===== config.mk =====
export PLATFORM = sky130hd
export DESIGN_NAME = lcdp_host_port
export DESIGN_NICKNAME = d
export VERILOG_FILES = /design/src/verilog/lcdp_pkg.sv /design/src/verilog/lcdp_fifo.sv /design/src/verilog/lcdp_host_port.sv
export SDC_FILE = /design/constraint.sdc
export NUM_CORES = 1
export LEC_CHECK = 0
export ABC_AREA = 0
export BUFFER_PORTS_ARGS = -buffer_cell sky130_fd_sc_hd__buf_4
export CELL_PAD_IN_SITES_DETAIL_PLACEMENT = 1
export CELL_PAD_IN_SITES_GLOBAL_PLACEMENT = 1
export CORE_MARGIN = 3
export CORE_UTILIZATION = 40
export CTS_CLUSTER_SIZE = 24
export DETAILED_ROUTE_END_ITERATION = 10
export PLACE_DENSITY_LB_ADDON = 0.1
export SYNTH_ARGS = -nofsm -noshare
export SYNTH_HDL_FRONTEND = slang
export SYNTH_SLANG_ARGS = --single-unit

===== constraint.sdc =====
create_clock -name clk_sys -period 8.21 [get_ports clk_sys]
set_input_delay 0 -clock clk_sys [delete_from_list [all_inputs] [get_ports clk_sys]]
set_output_delay 0 -clock clk_sys [all_outputs]
set_load 0.01 [all_outputs]

===== src/verilog/lcdp_pkg.sv =====
// Constants for the character display host bus port: register map,
// field positions and reset values.
// Assumes a single 100 MHz system clock and an AXI4-Lite master.
// Operation
// - Select high routes reads, writes to data
// - Select low: instruction write, status read
// - Read/write high: device drives data lines
// - Read/write low: device captures host data
// - Every transfer framed by host strobe pulse
// - Eight-line bidirectional bus, driven per direction
// - Four-line width uses only upper lines
// - Four-line width: high nibble, then low
// - Eight-line width: one strobe per byte
// - Width bit in configuration instruction selects width
// - Status read returns busy and address counter
package lcdp_pkg;
  // Register byte offsets
  localparam logic [7:0] LCDP_CTRL_OFS   = 8'h00;
  localparam logic [7:0] LCDP_STAT_OFS   = 8'h04;
  localparam logic [7:0] LCDP_RXDATA_OFS = 8'h08;
  localparam logic [7:0] LCDP_RDBYTE_OFS = 8'h0c;
  localparam logic [7:0] LCDP_ADDR_OFS   = 8'h10;
  // Control fields
  localparam int CTRL_WIDTH8_BIT    = 0;
  localparam int CTRL_BUSYCLR_BIT   = 1;
  // Status fields
  localparam int STAT_BUSY_BIT      = 0;
  localparam int STAT_EMPTY_BIT     = 1;
  localparam int STAT_OVERFLOW_BIT  = 2;
  localparam int STAT_WIDTH8_BIT    = 3;
  // Received word fields
  localparam int RX_VALID_BIT       = 31;
  localparam int RX_SELECT_BIT      = 8;
  // Configuration instruction: top three bits 001, width bit 4
  localparam logic [2:0] FUNC_SET_CODE  = 3'h1;
  localparam int         FUNC_WIDTH_BIT = 4;
  // Reset values
  localparam logic       WIDTH8_RST  = 1'h1;
  localparam logic [6:0] ADDR_RST    = 7'h00;
  localparam logic [7:0] RDBYTE_RST  = 8'h00;
  // Buffer shape
  localparam int FIFO_WIDTH = 9;
  localparam int FIFO_DEPTH = 16;
  // AXI responses
  localparam logic [1:0] RESP_OKAY   = 2'h0;
  localparam logic [1:0] RESP_SLVERR = 2'h2;
  // Nibble phase of a four-line transfer
  typedef enum logic [1:0] {
    PH_HIGH = 2'b01,
    PH_LOW  = 2'b10
  } lcdp_phase_t;
endpackage


===== src/verilog/lcdp_fifo.sv =====
// Synchronous FIFO with valid/ready on both sides.
// Assumes one clock; full and empty come from an occupancy count.
`timescale 1ns/10ps
module lcdp_fifo #(
  parameter int WIDTH = 9,
  parameter int DEPTH = 16
) (
  // Clock and reset
  input  wire logic             clk_sys,
  input  wire logic             rst,
  // Fill side
  input  wire logic             inValid,
  output logic                  inReady,
  input  wire logic [WIDTH-1:0] inData,
  // Drain side
  output logic                  outValid,
  input  wire logic             outReady,
  output logic      [WIDTH-1:0] outData
);
  localparam int AW = $clog2(DEPTH);
  logic [WIDTH-1:0] mem [DEPTH];
  logic [AW-1:0]    wrPtr_r;
  logic [AW-1:0]    rdPtr_r;
  logic [AW:0]      count_r;
  logic             push;
  logic             pop;

  // Honest flags straight from the count
  assign inReady  = (count_r != (AW+1)'(DEPTH));
  assign outValid = (count_r != '0);
  assign push     = inValid & inReady;
  assign pop      = outValid & outReady;
  assign outData  = mem[rdPtr_r];

  // Storage has no reset; only pointers and count need a defined value
  always_ff @(posedge clk_sys) begin
    if (push) begin
      mem[wrPtr_r] <= inData;
    end
  end

  always_ff @(posedge clk_sys) begin
    if (rst) begin
      wrPtr_r <= '0;
      rdPtr_r <= '0;
      count_r <= '0;
    end else begin
      wrPtr_r <= push ? wrPtr_r + AW'(1) : wrPtr_r;
      rdPtr_r <= pop ? rdPtr_r + AW'(1) : rdPtr_r;
      count_r <= count_r + (AW+1)'(push) - (AW+1)'(pop);
    end
  end
endmodule


===== src/verilog/lcdp_host_port.sv =====
// Host parallel bus port of a character display controller, with an
// AXI4-Lite register slave on the inside and a FIFO of received words.
// Assumes pin inputs already synchronous to clk_sys; the bench resolves
// the shared data wire from dataLinesOe.
//
// Chosen here: the AXI4-Lite interface to the registers and the register offsets.
`timescale 1ns/10ps
module lcdp_host_port (
  // Clock and reset
  input  wire logic                    clk_sys,
  input  wire logic                    rst,
  // AXI4-Lite write address and data
  input  wire logic [7:0]              s_axi_awaddr,
  input  wire logic                    s_axi_awvalid,
  output logic                         s_axi_awready,
  input  wire logic [31:0]             s_axi_wdata,
  input  wire logic [3:0]              s_axi_wstrb,
  input  wire logic                    s_axi_wvalid,
  output logic                         s_axi_wready,
  // AXI4-Lite write response
  output logic [1:0]                   s_axi_bresp,
  output logic                         s_axi_bvalid,
  input  wire logic                    s_axi_bready,
  // AXI4-Lite read
  input  wire logic [7:0]              s_axi_araddr,
  input  wire logic                    s_axi_arvalid,
  output logic                         s_axi_arready,
  output logic [31:0]                  s_axi_rdata,
  output logic [1:0]                   s_axi_rresp,
  output logic                         s_axi_rvalid,
  input  wire logic                    s_axi_rready,
  // Host bus pins
  input  wire logic                    registerSelect,
  input  wire logic                    readWriteSelect,
  input  wire logic                    busStrobe,
  input  wire logic [7:0]              dataLinesIn,
  output logic [7:0]                   dataLinesOut,
  output logic                         dataLinesOe
);
  import lcdp_pkg::*;

  logic                  strobePrev_r;
  lcdp_phase_t           phase_r, phase_nxt;
  logic [3:0]            hiNib_r;
  logic                  width8_r, width8_nxt;
  logic                  busy_r, busy_nxt;
  logic                  overflow_r, overflow_nxt;
  logic [6:0]            addrCnt_r, addrCnt_nxt;
  logic [7:0]            rdByte_r, rdByte_nxt;
  logic [7:0]            dataOut_r;
  logic                  dataOe_r;
  logic                  bvalid_r;
  logic [1:0]            bresp_r;
  logic                  rvalid_r;
  logic [1:0]            rresp_r;
  logic [31:0]           rdata_r, rdata_nxt;

  // Strobe edges; pins count as synchronous so one stage suffices
  wire strobeRise = busStrobe & ~strobePrev_r;
  wire strobeFall = ~busStrobe & strobePrev_r;
  wire lastNibble = width8_r | (phase_r == PH_LOW);
  wire byteDone   = strobeFall & lastNibble;
  wire byteWrite  = byteDone & ~readWriteSelect;
  wire byteRead   = byteDone & readWriteSelect;

  // Assemble the written byte: full bus, or held high nibble plus upper lines
  wire [7:0] wrByte = width8_r ? dataLinesIn
                               : {hiNib_r, dataLinesIn[7:4]};

  // Instruction decode of a completed write with select low
  wire instrWrite = byteWrite & ~registerSelect;
  wire dataWrite  = byteWrite & registerSelect;
  wire dataRead   = byteRead & registerSelect;
  wire funcSet    = instrWrite & (wrByte[7:5] == FUNC_SET_CODE);
  wire setDdAddr  = instrWrite & wrByte[7];
  wire setCgAddr  = instrWrite & (wrByte[7:6] == 2'h1);

  // FIFO keeps both data and instructions, tagged by the select level
  logic       fifoInReady;
  logic       fifoOutValid;
  logic [8:0] fifoOutData;
  wire        fifoPop;

  // A full FIFO shows as busy, so a polling host stalls rather than overflows
  wire busyOut = busy_r | ~fifoInReady;

  // Byte offered on a read: data register or busy/address word
  wire [7:0] readByte = registerSelect ? rdByte_r
                                       : {busyOut, addrCnt_r};
  wire [7:0] driveVal = width8_r ? readByte
                      : (phase_r == PH_HIGH) ? {readByte[7:4], 4'h0}
                                             : {readByte[3:0], 4'h0};

  lcdp_fifo #(
    .WIDTH (FIFO_WIDTH),
    .DEPTH (FIFO_DEPTH)
  ) u_fifo (
    .clk_sys  (clk_sys),
    .rst      (rst),
    .inValid  (byteWrite),
    .inReady  (fifoInReady),
    .inData   ({registerSelect, wrByte}),
    .outValid (fifoOutValid),
    .outReady (fifoPop),
    .outData  (fifoOutData)
  );

  // AXI handshakes: write takes address and data together, one in flight
  wire wrTake  = s_axi_awvalid & s_axi_wvalid & ~bvalid_r;
  wire rdTake  = s_axi_arvalid & ~rvalid_r;
  // Every writable field lives in byte 0, so lane 0 alone gates a register write
  wire wrLane0 = wrTake & s_axi_wstrb[0];
  wire wrCtrl  = wrLane0 & (s_axi_awaddr == LCDP_CTRL_OFS);
  wire wrStat  = wrLane0 & (s_axi_awaddr == LCDP_STAT_OFS);
  wire wrRdB   = wrLane0 & (s_axi_awaddr == LCDP_RDBYTE_OFS);
  wire wrAddr  = wrLane0 & (s_axi_awaddr == LCDP_ADDR_OFS);
  // Offsets that take a write; reads also accept the buffer head
  function automatic logic isRegOfs(input logic [7:0] a);
    isRegOfs = (a == LCDP_CTRL_OFS) | (a == LCDP_STAT_OFS)
             | (a == LCDP_RDBYTE_OFS) | (a == LCDP_ADDR_OFS);
  endfunction

  wire wrOk    = isRegOfs(s_axi_awaddr);
  wire rdOk    = isRegOfs(s_axi_araddr) | (s_axi_araddr == LCDP_RXDATA_OFS);
  assign fifoPop = rdTake & (s_axi_araddr == LCDP_RXDATA_OFS);

  // Readies are combinational so a take costs no extra cycle
  assign s_axi_awready = wrTake;
  assign s_axi_wready  = wrTake;
  assign s_axi_bvalid  = bvalid_r;
  assign s_axi_bresp   = bresp_r;
  assign s_axi_arready = rdTake;
  assign s_axi_rvalid  = rvalid_r;
  assign s_axi_rresp   = rresp_r;
  assign s_axi_rdata   = rdata_r;

  // Read data mux; a pop samples the FIFO head in the same cycle
  always_comb begin
    rdata_nxt = 32'h0;
    unique case (s_axi_araddr)
      LCDP_CTRL_OFS:   rdata_nxt[CTRL_WIDTH8_BIT] = width8_r;
      LCDP_STAT_OFS: begin
        rdata_nxt[STAT_BUSY_BIT]     = busyOut;
        rdata_nxt[STAT_EMPTY_BIT]    = ~fifoOutValid;
        rdata_nxt[STAT_OVERFLOW_BIT] = overflow_r;
        rdata_nxt[STAT_WIDTH8_BIT]   = width8_r;
      end
      LCDP_RXDATA_OFS: begin
        rdata_nxt[RX_VALID_BIT]  = fifoOutValid;
        rdata_nxt[RX_SELECT_BIT:0] = fifoOutValid ? fifoOutData : 9'h0;
      end
      LCDP_RDBYTE_OFS: rdata_nxt[7:0] = rdByte_r;
      LCDP_ADDR_OFS:   rdata_nxt[6:0] = addrCnt_r;
      default:         rdata_nxt = 32'h0;
    endcase
  end

  // Nibble phase; a width change restarts at the high nibble
  always_comb begin
    phase_nxt = phase_r;
    if (funcSet || wrCtrl) begin
      phase_nxt = PH_HIGH;
    end else if (strobeFall && !width8_r) begin
      phase_nxt = (phase_r == PH_HIGH) ? PH_LOW : PH_HIGH;
    end
  end

  // Width: configuration instruction wins over a software write
  assign width8_nxt = funcSet ? wrByte[FUNC_WIDTH_BIT]
                    : wrCtrl  ? s_axi_wdata[CTRL_WIDTH8_BIT] : width8_r;

  // Busy set by each instruction; the set wins over a software clear
  assign busy_nxt = instrWrite ? 1'b1
                  : (wrCtrl & s_axi_wdata[CTRL_BUSYCLR_BIT]) ? 1'b0 : busy_r;

  // Overflow is sticky, write-one-to-clear, with set winning
  assign overflow_nxt = (byteWrite & ~fifoInReady) ? 1'b1
                      : (wrStat & s_axi_wdata[STAT_OVERFLOW_BIT]) ? 1'b0 : overflow_r;

  // Address counter: address instructions, software load, data access step
  assign addrCnt_nxt = setDdAddr ? wrByte[6:0]
                     : setCgAddr ? {1'b0, wrByte[5:0]}
                     : wrAddr    ? s_axi_wdata[6:0]
                     : (dataWrite | dataRead) ? addrCnt_r + 7'h1 : addrCnt_r;

  assign rdByte_nxt = wrRdB ? s_axi_wdata[7:0] : rdByte_r;

  // Drive the lines from just after a read strobe rises until one cycle after it falls, from a flop
  assign dataLinesOut = dataOut_r;
  assign dataLinesOe  = dataOe_r;

  // Byte latched at the rise, so it cannot change while the host samples it
  always_ff @(posedge clk_sys) begin
    if (rst) begin
      dataOe_r  <= 1'b0;
      dataOut_r <= 8'h00;
    end else if (strobeRise && readWriteSelect) begin
      dataOe_r  <= 1'b1;
      dataOut_r <= driveVal;
    end else if (strobeFall) begin
      dataOe_r  <= 1'b0;
    end
  end

  // Upper nibble of a four-line write held for the second strobe
  always_ff @(posedge clk_sys) begin
    if (rst) begin
      hiNib_r <= 4'h0;
    end else if (strobeFall && !width8_r && phase_r == PH_HIGH) begin
      hiNib_r <= dataLinesIn[7:4];
    end
  end

  // Strobe history; resets to the idle level so no false edge follows reset
  always_ff @(posedge clk_sys) begin
    if (rst) begin
      strobePrev_r <= 1'b0;
    end else begin
      strobePrev_r <= busStrobe;
    end
  end

  // Nibble phase; a host starts at the high nibble after reset
  always_ff @(posedge clk_sys) begin
    if (rst) begin
      phase_r <= PH_HIGH;
    end else begin
      phase_r <= phase_nxt;
    end
  end

  // Bus width; eight lines after reset so any host can reconfigure it
  always_ff @(posedge clk_sys) begin
    if (rst) begin
      width8_r <= WIDTH8_RST;
    end else begin
      width8_r <= width8_nxt;
    end
  end

  // Busy flag; no internal timer, so only software ends an instruction
  always_ff @(posedge clk_sys) begin
    if (rst) begin
      busy_r <= 1'b0;
    end else begin
      busy_r <= busy_nxt;
    end
  end

  // Sticky buffer overflow
  always_ff @(posedge clk_sys) begin
    if (rst) begin
      overflow_r <= 1'b0;
    end else begin
      overflow_r <= overflow_nxt;
    end
  end

  // Address counter, seven bits as it appears in the status word
  always_ff @(posedge clk_sys) begin
    if (rst) begin
      addrCnt_r <= ADDR_RST;
    end else begin
      addrCnt_r <= addrCnt_nxt;
    end
  end

  // Byte offered to host data reads
  always_ff @(posedge clk_sys) begin
    if (rst) begin
      rdByte_r <= RDBYTE_RST;
    end else begin
      rdByte_r <= rdByte_nxt;
    end
  end

  // Write response one cycle after the take, held until accepted
  always_ff @(posedge clk_sys) begin
    if (rst) begin
      bvalid_r <= 1'b0;
      bresp_r  <= RESP_OKAY;
    end else if (wrTake) begin
      bvalid_r <= 1'b1;
      bresp_r  <= wrOk ? RESP_OKAY : RESP_SLVERR;
    end else if (s_axi_bready) begin
      bvalid_r <= 1'b0;
    end
  end

  // Read answer one cycle after the take, held until accepted
  always_ff @(posedge clk_sys) begin
    if (rst) begin
      rvalid_r <= 1'b0;
      rresp_r  <= RESP_OKAY;
      rdata_r  <= 32'h0;
    end else if (rdTake) begin
      rvalid_r <= 1'b1;
      rresp_r  <= rdOk ? RESP_OKAY : RESP_SLVERR;
      rdata_r  <= rdata_nxt;
    end else if (s_axi_rready) begin
      rvalid_r <= 1'b0;
    end
  end
endmodule


==> flow_summary.yaml, run 1 <==
cts:
  clkTransAtPathRegs_ns: 0.06
  clock_sinks: 209
  h-tree-depth: 1
  clk-insertion-delay-late_ns: 0.52
  cts.repair_timing.setup_buffer_count: 0
  post_cts_resized: 0
  cts_tree: "done"
  cts_buffers: 24
  clock-root-buffer: "clkbuf_16"
  clockBufferDepth: 3
setup_path:
  cp_max_fo: 13
  r2r_slack_ns: 4.68
  crit_type: "flop to flop"
  slowest_delay_ns: 0.62
  start_kind: "flop"
  crit_chain: "inv_1, ha_1, or4b_2, and4b_1, nand2_2, or2_2, nand2_1, ha_1, fa_1, a21oi_1, nor2_1, or3_1, a21oi_1"
  cpMaxStageDelayCell: "or4b_2"
  worstPathArrival_ns: 3.96
  cp-end-kind: "flop"
  critPathRequiredTime_ns: 8.64
layout:
  fin_nets: 851
  n_antenna_cell: 0
  fill_cells: 2219
  postLayoutCoreUtil_pct: 49.9
  final_layout_size_suffix_gt1_share_pct: 22.0
  area_growth_syn_to_layout_pct: 21.3
place:
  pre_cts_ws_ns: 4.68
  place_congestion: 0.774
  dp_hpwl_mm: 15.1
  port_buffers: 68
timing:
  drv_slew: 0
  setup_tns_ns: 0
  max_freq_mhz: 284
  fin_hold_ws_ns: 0.0276
  slew-limit-headroom_pct: 26.8
  finalCritPeriodShare_pct: 43.0
  worst_slack_ns: 4.68
  fin_skew_ns: 0.0215
  min_period_ns: 3.53
  setup_viol: 0
  hold_violations: 0
  rsz0062_at_grt: "false"
  tightestPinTransition_ns: 1.09
power:
  fin_total_pwr_uw: 2350
  power_density_nw_per_um2: 214
  vdd_ir_drop_max_mv: 0.130
  leakage_uw: 0.00392
yosys:
  synth_edf_count: 144
  yosys-top-cells-area: "edfxtp_1 (48%), dfxtp_1 (14%), mux4_2 (8.7%)"
  synth_area_um2: 9060
  yosysWarnings: 0
  seq_area_frac_synth_pct: 62.1
  syn_inst: 661
  ys.flop_type: "edfxtp_1"
  ys_types: 58
  synth_common_cells: "edfxtp_1 (144), dfxtp_1 (65), nor2_1 (58)"
  ys_ff_latch: 209
  synthArstFlopShare_pct: 0
  yosys.area.top_type: "edfxtp_1"
  yosys.cell_count.top_type: "edfxtp_1"
  synth_top_area_share_pct: 47.7
  synth_area_per_cell_um2: 13.7
floorplan:
  die_area_um2: 24500
  chipWidth_um: 156
  pin_count: 120
  die_h_um: 156
  design.core.area_um2: 22000
  initial_core_util_pct: 41.1
  row_count: 54
detailed_routing:
  wl_mm: 23.3
  drt_pre_antenna_iters: 4
  viasPerCell: 5.34
  drcViolationCount: 0
  drtIter0Drc: 349
  wl_per_cell_um: 21.8
  vias: 5693
  antenna_left: 0
global_routing:
  grt_pass1_vias: 5995
  grt_usage_pct: 18.9
  grt_pass1_wl_mm: 35.3
  globalRouteOverflowTotal: 0
  antenna_found_initial: 0
  grt_max_degree: 65
outcome:
  status: "completed"
min_path:
  hold_path_class: "primary input to flop"
flow_run:
  drv_cap: 0
## cell usage in the layout (no fill, tap or decap), types with 11 or more instances in the layout
| cell type | Yosys | routed |
|---|---|---|
| inv_1 | 11 | 11 |
| ha_1 | 11 | 11 |
| nor3_1 | 15 | 12 |
| mux2_2 | 11 | 11 |
| dfxtp_1 | 65 | 64 |
| nor2b_1 | 11 | 11 |
| clkbuf_16 | 0 | 24 |
| buf_4 | 25 | 75 |
| edfxtp_1 | 144 | 144 |
| a21oi_1 | 41 | 41 |
| mux2i_1 | 38 | 38 |
| conb_1 | 1 | 24 |
| nand2_1 | 38 | 38 |
| nor2_1 | 58 | 58 |
| mux4_2 | 35 | 35 |
| dlygate4sd3_1 | 0 | 41 |
| nand3_1 | 16 | 16 |
| o21ai_0 | 11 | 11 |
## report_power, final
part	leakage, µW	internal [µW]	switching, µW
clock network	0.000401	682	431
registers	0.00182	1130	5.56
logic	0.00169	44.7	60.1
total	0.00392	1860	496
## kinds of logic after synthesis
logic type | share of synthesized area (%)
other cells | 0.0414
simple gates | 10.0
fa+ha+maj | 1.74
flops | 62.1
mux | 14.3
buf+inv | 4.01
xor+xnor | 1.45
compound gates | 6.38
## worst paths after layout
path	to	from	depth (start not counted)
worst max-delay path	u_fifo.count_r[4]	u_fifo.count_r[2]	13
worst min-delay path	width8_r	s_axi_awaddr[4]	5
worst max register to register	u_fifo.count_r[4]	u_fifo.count_r[2]	13
worst min register to register	s_axi_rdata[31]	s_axi_rdata[31]	2
## through the flow
step                      instances  instance area (µm²)
after floorplan                 684                 9140
after global placement          982                 9750
after detailed placement        982                 9750
after CTS                      1067                11000
after global routing           1067                11000
final                          1067                11000
## what timing repair did
item	CTS	global route
hold endpoints to repair	51	0
endpoints found under the setup margin	0	0
hold buffers	41	0
## state kept, by name, summed over array words and instances, names as in the netlist, named ones only
name / cells
dataLinesOut: 8
u_fifo.count_r: 5
dataLinesOe: 1
phase_r: 2
s_axi_rvalid: 1
overflow_r: 1
hiNib_r: 4
u_fifo.wrPtr_r: 4
s_axi_bvalid: 1
s_axi_bresp: 1
strobePrev_r: 1
s_axi_rdata: 10
busy_r: 1
s_axi_rresp: 1
width8_r: 1
addrCnt_r: 7
u_fifo.rdPtr_r: 4
rdByte_r: 8
u_fifo.mem: 144
## per-layer routing
layer	up-vias	track usage (%)	part of all wire, %
li1	2660	-	-
met1	2896	27.1	46
met2	112	30.9	48
met3	25	2.68	4.4
met4	0	3.83	1.7
met5	-	0	0
## area by class of cell
type | count | area (µm²) | area share [%]
timing repair buffer | 116 | 973 | 8.86
clock buffer | 30 | 643 | 5.85
clock inverter | 14 | 184 | 1.67
multi-input combinational | 407 | 3170 | 28.9
tap | 280 | 350 | 3.19
sequential | 209 | 5630 | 51.2
inverter | 11 | 41.3 | 0.376
## critical path: cells and delay by family, from the launching register on
family | cells | cell delay, ns
flip-flops | 1 | 0.32
adder cells (fa/ha/maj) | 3 | 0.83
AND/OR/NAND/NOR | 7 | 1.92
AO/OA/AOI/OAI | 2 | 0.29
buffers and inverters | 1 | 0.09
Note: power is estimated with default switching activity, not from simulation.
==> run 2: changes to the inputs <==
==> constraint.sdc (replaced) <==
create_clock -name clk_sys -period 3.17 [get_ports clk_sys]
set_input_delay 0 -clock clk_sys [delete_from_list [all_inputs] [get_ports clk_sys]]
set_output_delay 0 -clock clk_sys [all_outputs]
set_load 0.01 [all_outputs]
==> run 2 against run 1 <==
Against the previous run:
- setup slack worse by 4.4 ns
- register-to-register slack worse by 4.4 ns
- critical endpoint unchanged
- combinational power rose to 2.6 times the previous value
- critical path type unchanged
- maximum frequency up 20%
- die area stayed put
- sequential power rose to 2.6 times the previous value
- wire length rose by 2.6%
- non-clock buffer count increased by 7
- utilization grew 0.14 points
- total power grew to 2.6 times the previous value
- global-route usage rose by 0.84 points
==> flow_summary.yaml, run 2 (synthesized netlist as in run 1, its figures left out) <==
layout:
  largest_reg_flops: 144
  mostFrequentLayoutCell: "edfxtp_1"
  final_cell_mix: "edfxtp_1 (144), buf_4 (95), dfxtp_1 (64)"
  final_layout_size_suffix_gt1_share_pct: 24.4
  postLayoutCoreUtil_pct: 50.0
  n_antenna_cell: 0
  fin_area_um2: 11000
  area_growth_syn_to_layout_pct: 21.7
  fill_cells: 2240
  regMostFlops: "u_fifo.mem"
  multi_input_area_um2: 3170
  seqCellArea_um2: 5630
  fin_nets: 858
power:
  vdd_ir_drop_max_mv: 0.388
  power_density_nw_per_um2: 551
  leakage_uw: 0.00394
  fin_total_pwr_uw: 6070
detailed_routing:
  wl_per_cell_um: 22.2
  drcViolationCount: 0
  viasPerCell: 5.45
  vias: 5854
  drtIter0Drc: 443
  antenna_left: 0
  drt_pre_antenna_iters: 5
  wl_mm: 23.9
floorplan:
  pin_count: 120
  design.core.area_um2: 22000
  die_h_um: 156
  initial_core_util_pct: 41.1
  die_area_um2: 24500
  row_count: 54
  chipWidth_um: 156
global_routing:
  grt_usage_pct: 19.7
  grt_pass1_wl_mm: 36.7
  antenna_found_initial: 0
  grt_pass1_vias: 6197
  globalRouteOverflowTotal: 0
  grt_max_degree: 65
cts:
  cts_buffers: 24
  clk-insertion-delay-late_ns: 0.50
  cts_tree: "done"
  clockBufferDepth: 3
  clkTransAtPathRegs_ns: 0.06
  clock-root-buffer: "clkbuf_16"
  h-tree-depth: 1
  clock_sinks: 209
timing:
  fin_hold_ws_ns: 0.0105
  max_freq_mhz: 341
  hold_violations: 0
  finalCritPeriodShare_pct: 92.6
  min_period_ns: 2.93
  tightestPinTransition_ns: 0.777
  drv_slew: 0
  setup_viol: 0
  slew-limit-headroom_pct: 48.2
  rsz0062_at_grt: "false"
  fin_skew_ns: 0.00678
place:
  port_buffers: 68
  dp_hpwl_mm: 16.1
  dpl-instance-area_um2: 9920
  place_congestion: 0.820
setup_path:
  cp_max_fo: 3
  crit_type: "flop to flop"
  worstPathArrival_ns: 3.36
  critPathRequiredTime_ns: 3.60
  cp-end-kind: "flop"
  start_kind: "flop"
min_path:
  hold_path_class: "primary input to flop"
outcome:
  status: "completed"
flow_run:
  drv_cap: 0
run 2: final timing paths:
path	start	cells past startpoint	slack, ns	endpoint
max	u_fifo.count_r[2]	13	0.24	u_fifo.count_r[4]
min	rst	2	0.01	hiNib_r[1]
max reg2reg	u_fifo.count_r[2]	13	0.24	u_fifo.count_r[4]
min reg2reg	dataLinesOut[2]	2	0.46	dataLinesOut[2]
run 2: stage by stage:
stage / setup slack [ns] / setup TNS, ns / std cells
5_1_grt: 0.0913 / 0 / 1074
3_5_place_dp: -0.0103 / -0.0103 / 1003
6_report: 0.236 / 0 / 1074
2_1_floorplan: 0.173 / 0 / 684
4_1_cts: 0.0313 / 0 / 1074
3_3_place_gp: 0.111 / 0 / 1003
run 2: power breakdown:
group          switching (µW)  total, µW  internal (µW)
registers                14.1       2940           2930
logic                     157        274            117
clock network            1070       2850           1780
run 2: worst max-delay path, stage by stage (launching register included):
cell and delay [ns]:
dfxtp_1 0.32, inv_1 0.08, ha_1 0.16, or4b_4 0.47
and4b_1 0.23, nand2_2 0.07, or2_2 0.14, nand2_1 0.07
ha_1 0.23, fa_2 0.39, a21oi_2 0.14, nor2_1 0.06
or3_1 0.35, a21oi_1 0.15
run 2: repair_timing:
| action | CTS | global route |
|---|---|---|
| setup buffers | 1 | 0 |
| hold endpoints to repair | 46 | 0 |
| hold buffers | 26 | 0 |
| setup endpoints to repair | 1 | 1 |
| gates resized for setup | 1 | 2 |
run 2: final cells by class:
cell class / instances / share of cell area [%]
Sequential cell: 209 / 51.1
Timing Repair Buffer: 123 / 9.20
Multi-Input combinational cell: 407 / 28.7
Tap cell: 280 / 3.18
Inverter: 11 / 0.375
Clock buffer: 30 / 5.89
Clock inverter: 14 / 1.57
run 2: per-layer routing:
metal	GRT usage, %	vias to the layer above	share of wire (%)
met5	0	-	0
met4	4.13	0	1.6
met3	2.41	30	4.4
met2	32.5	148	48
met1	28.3	2995	46
li1	-	2681	-
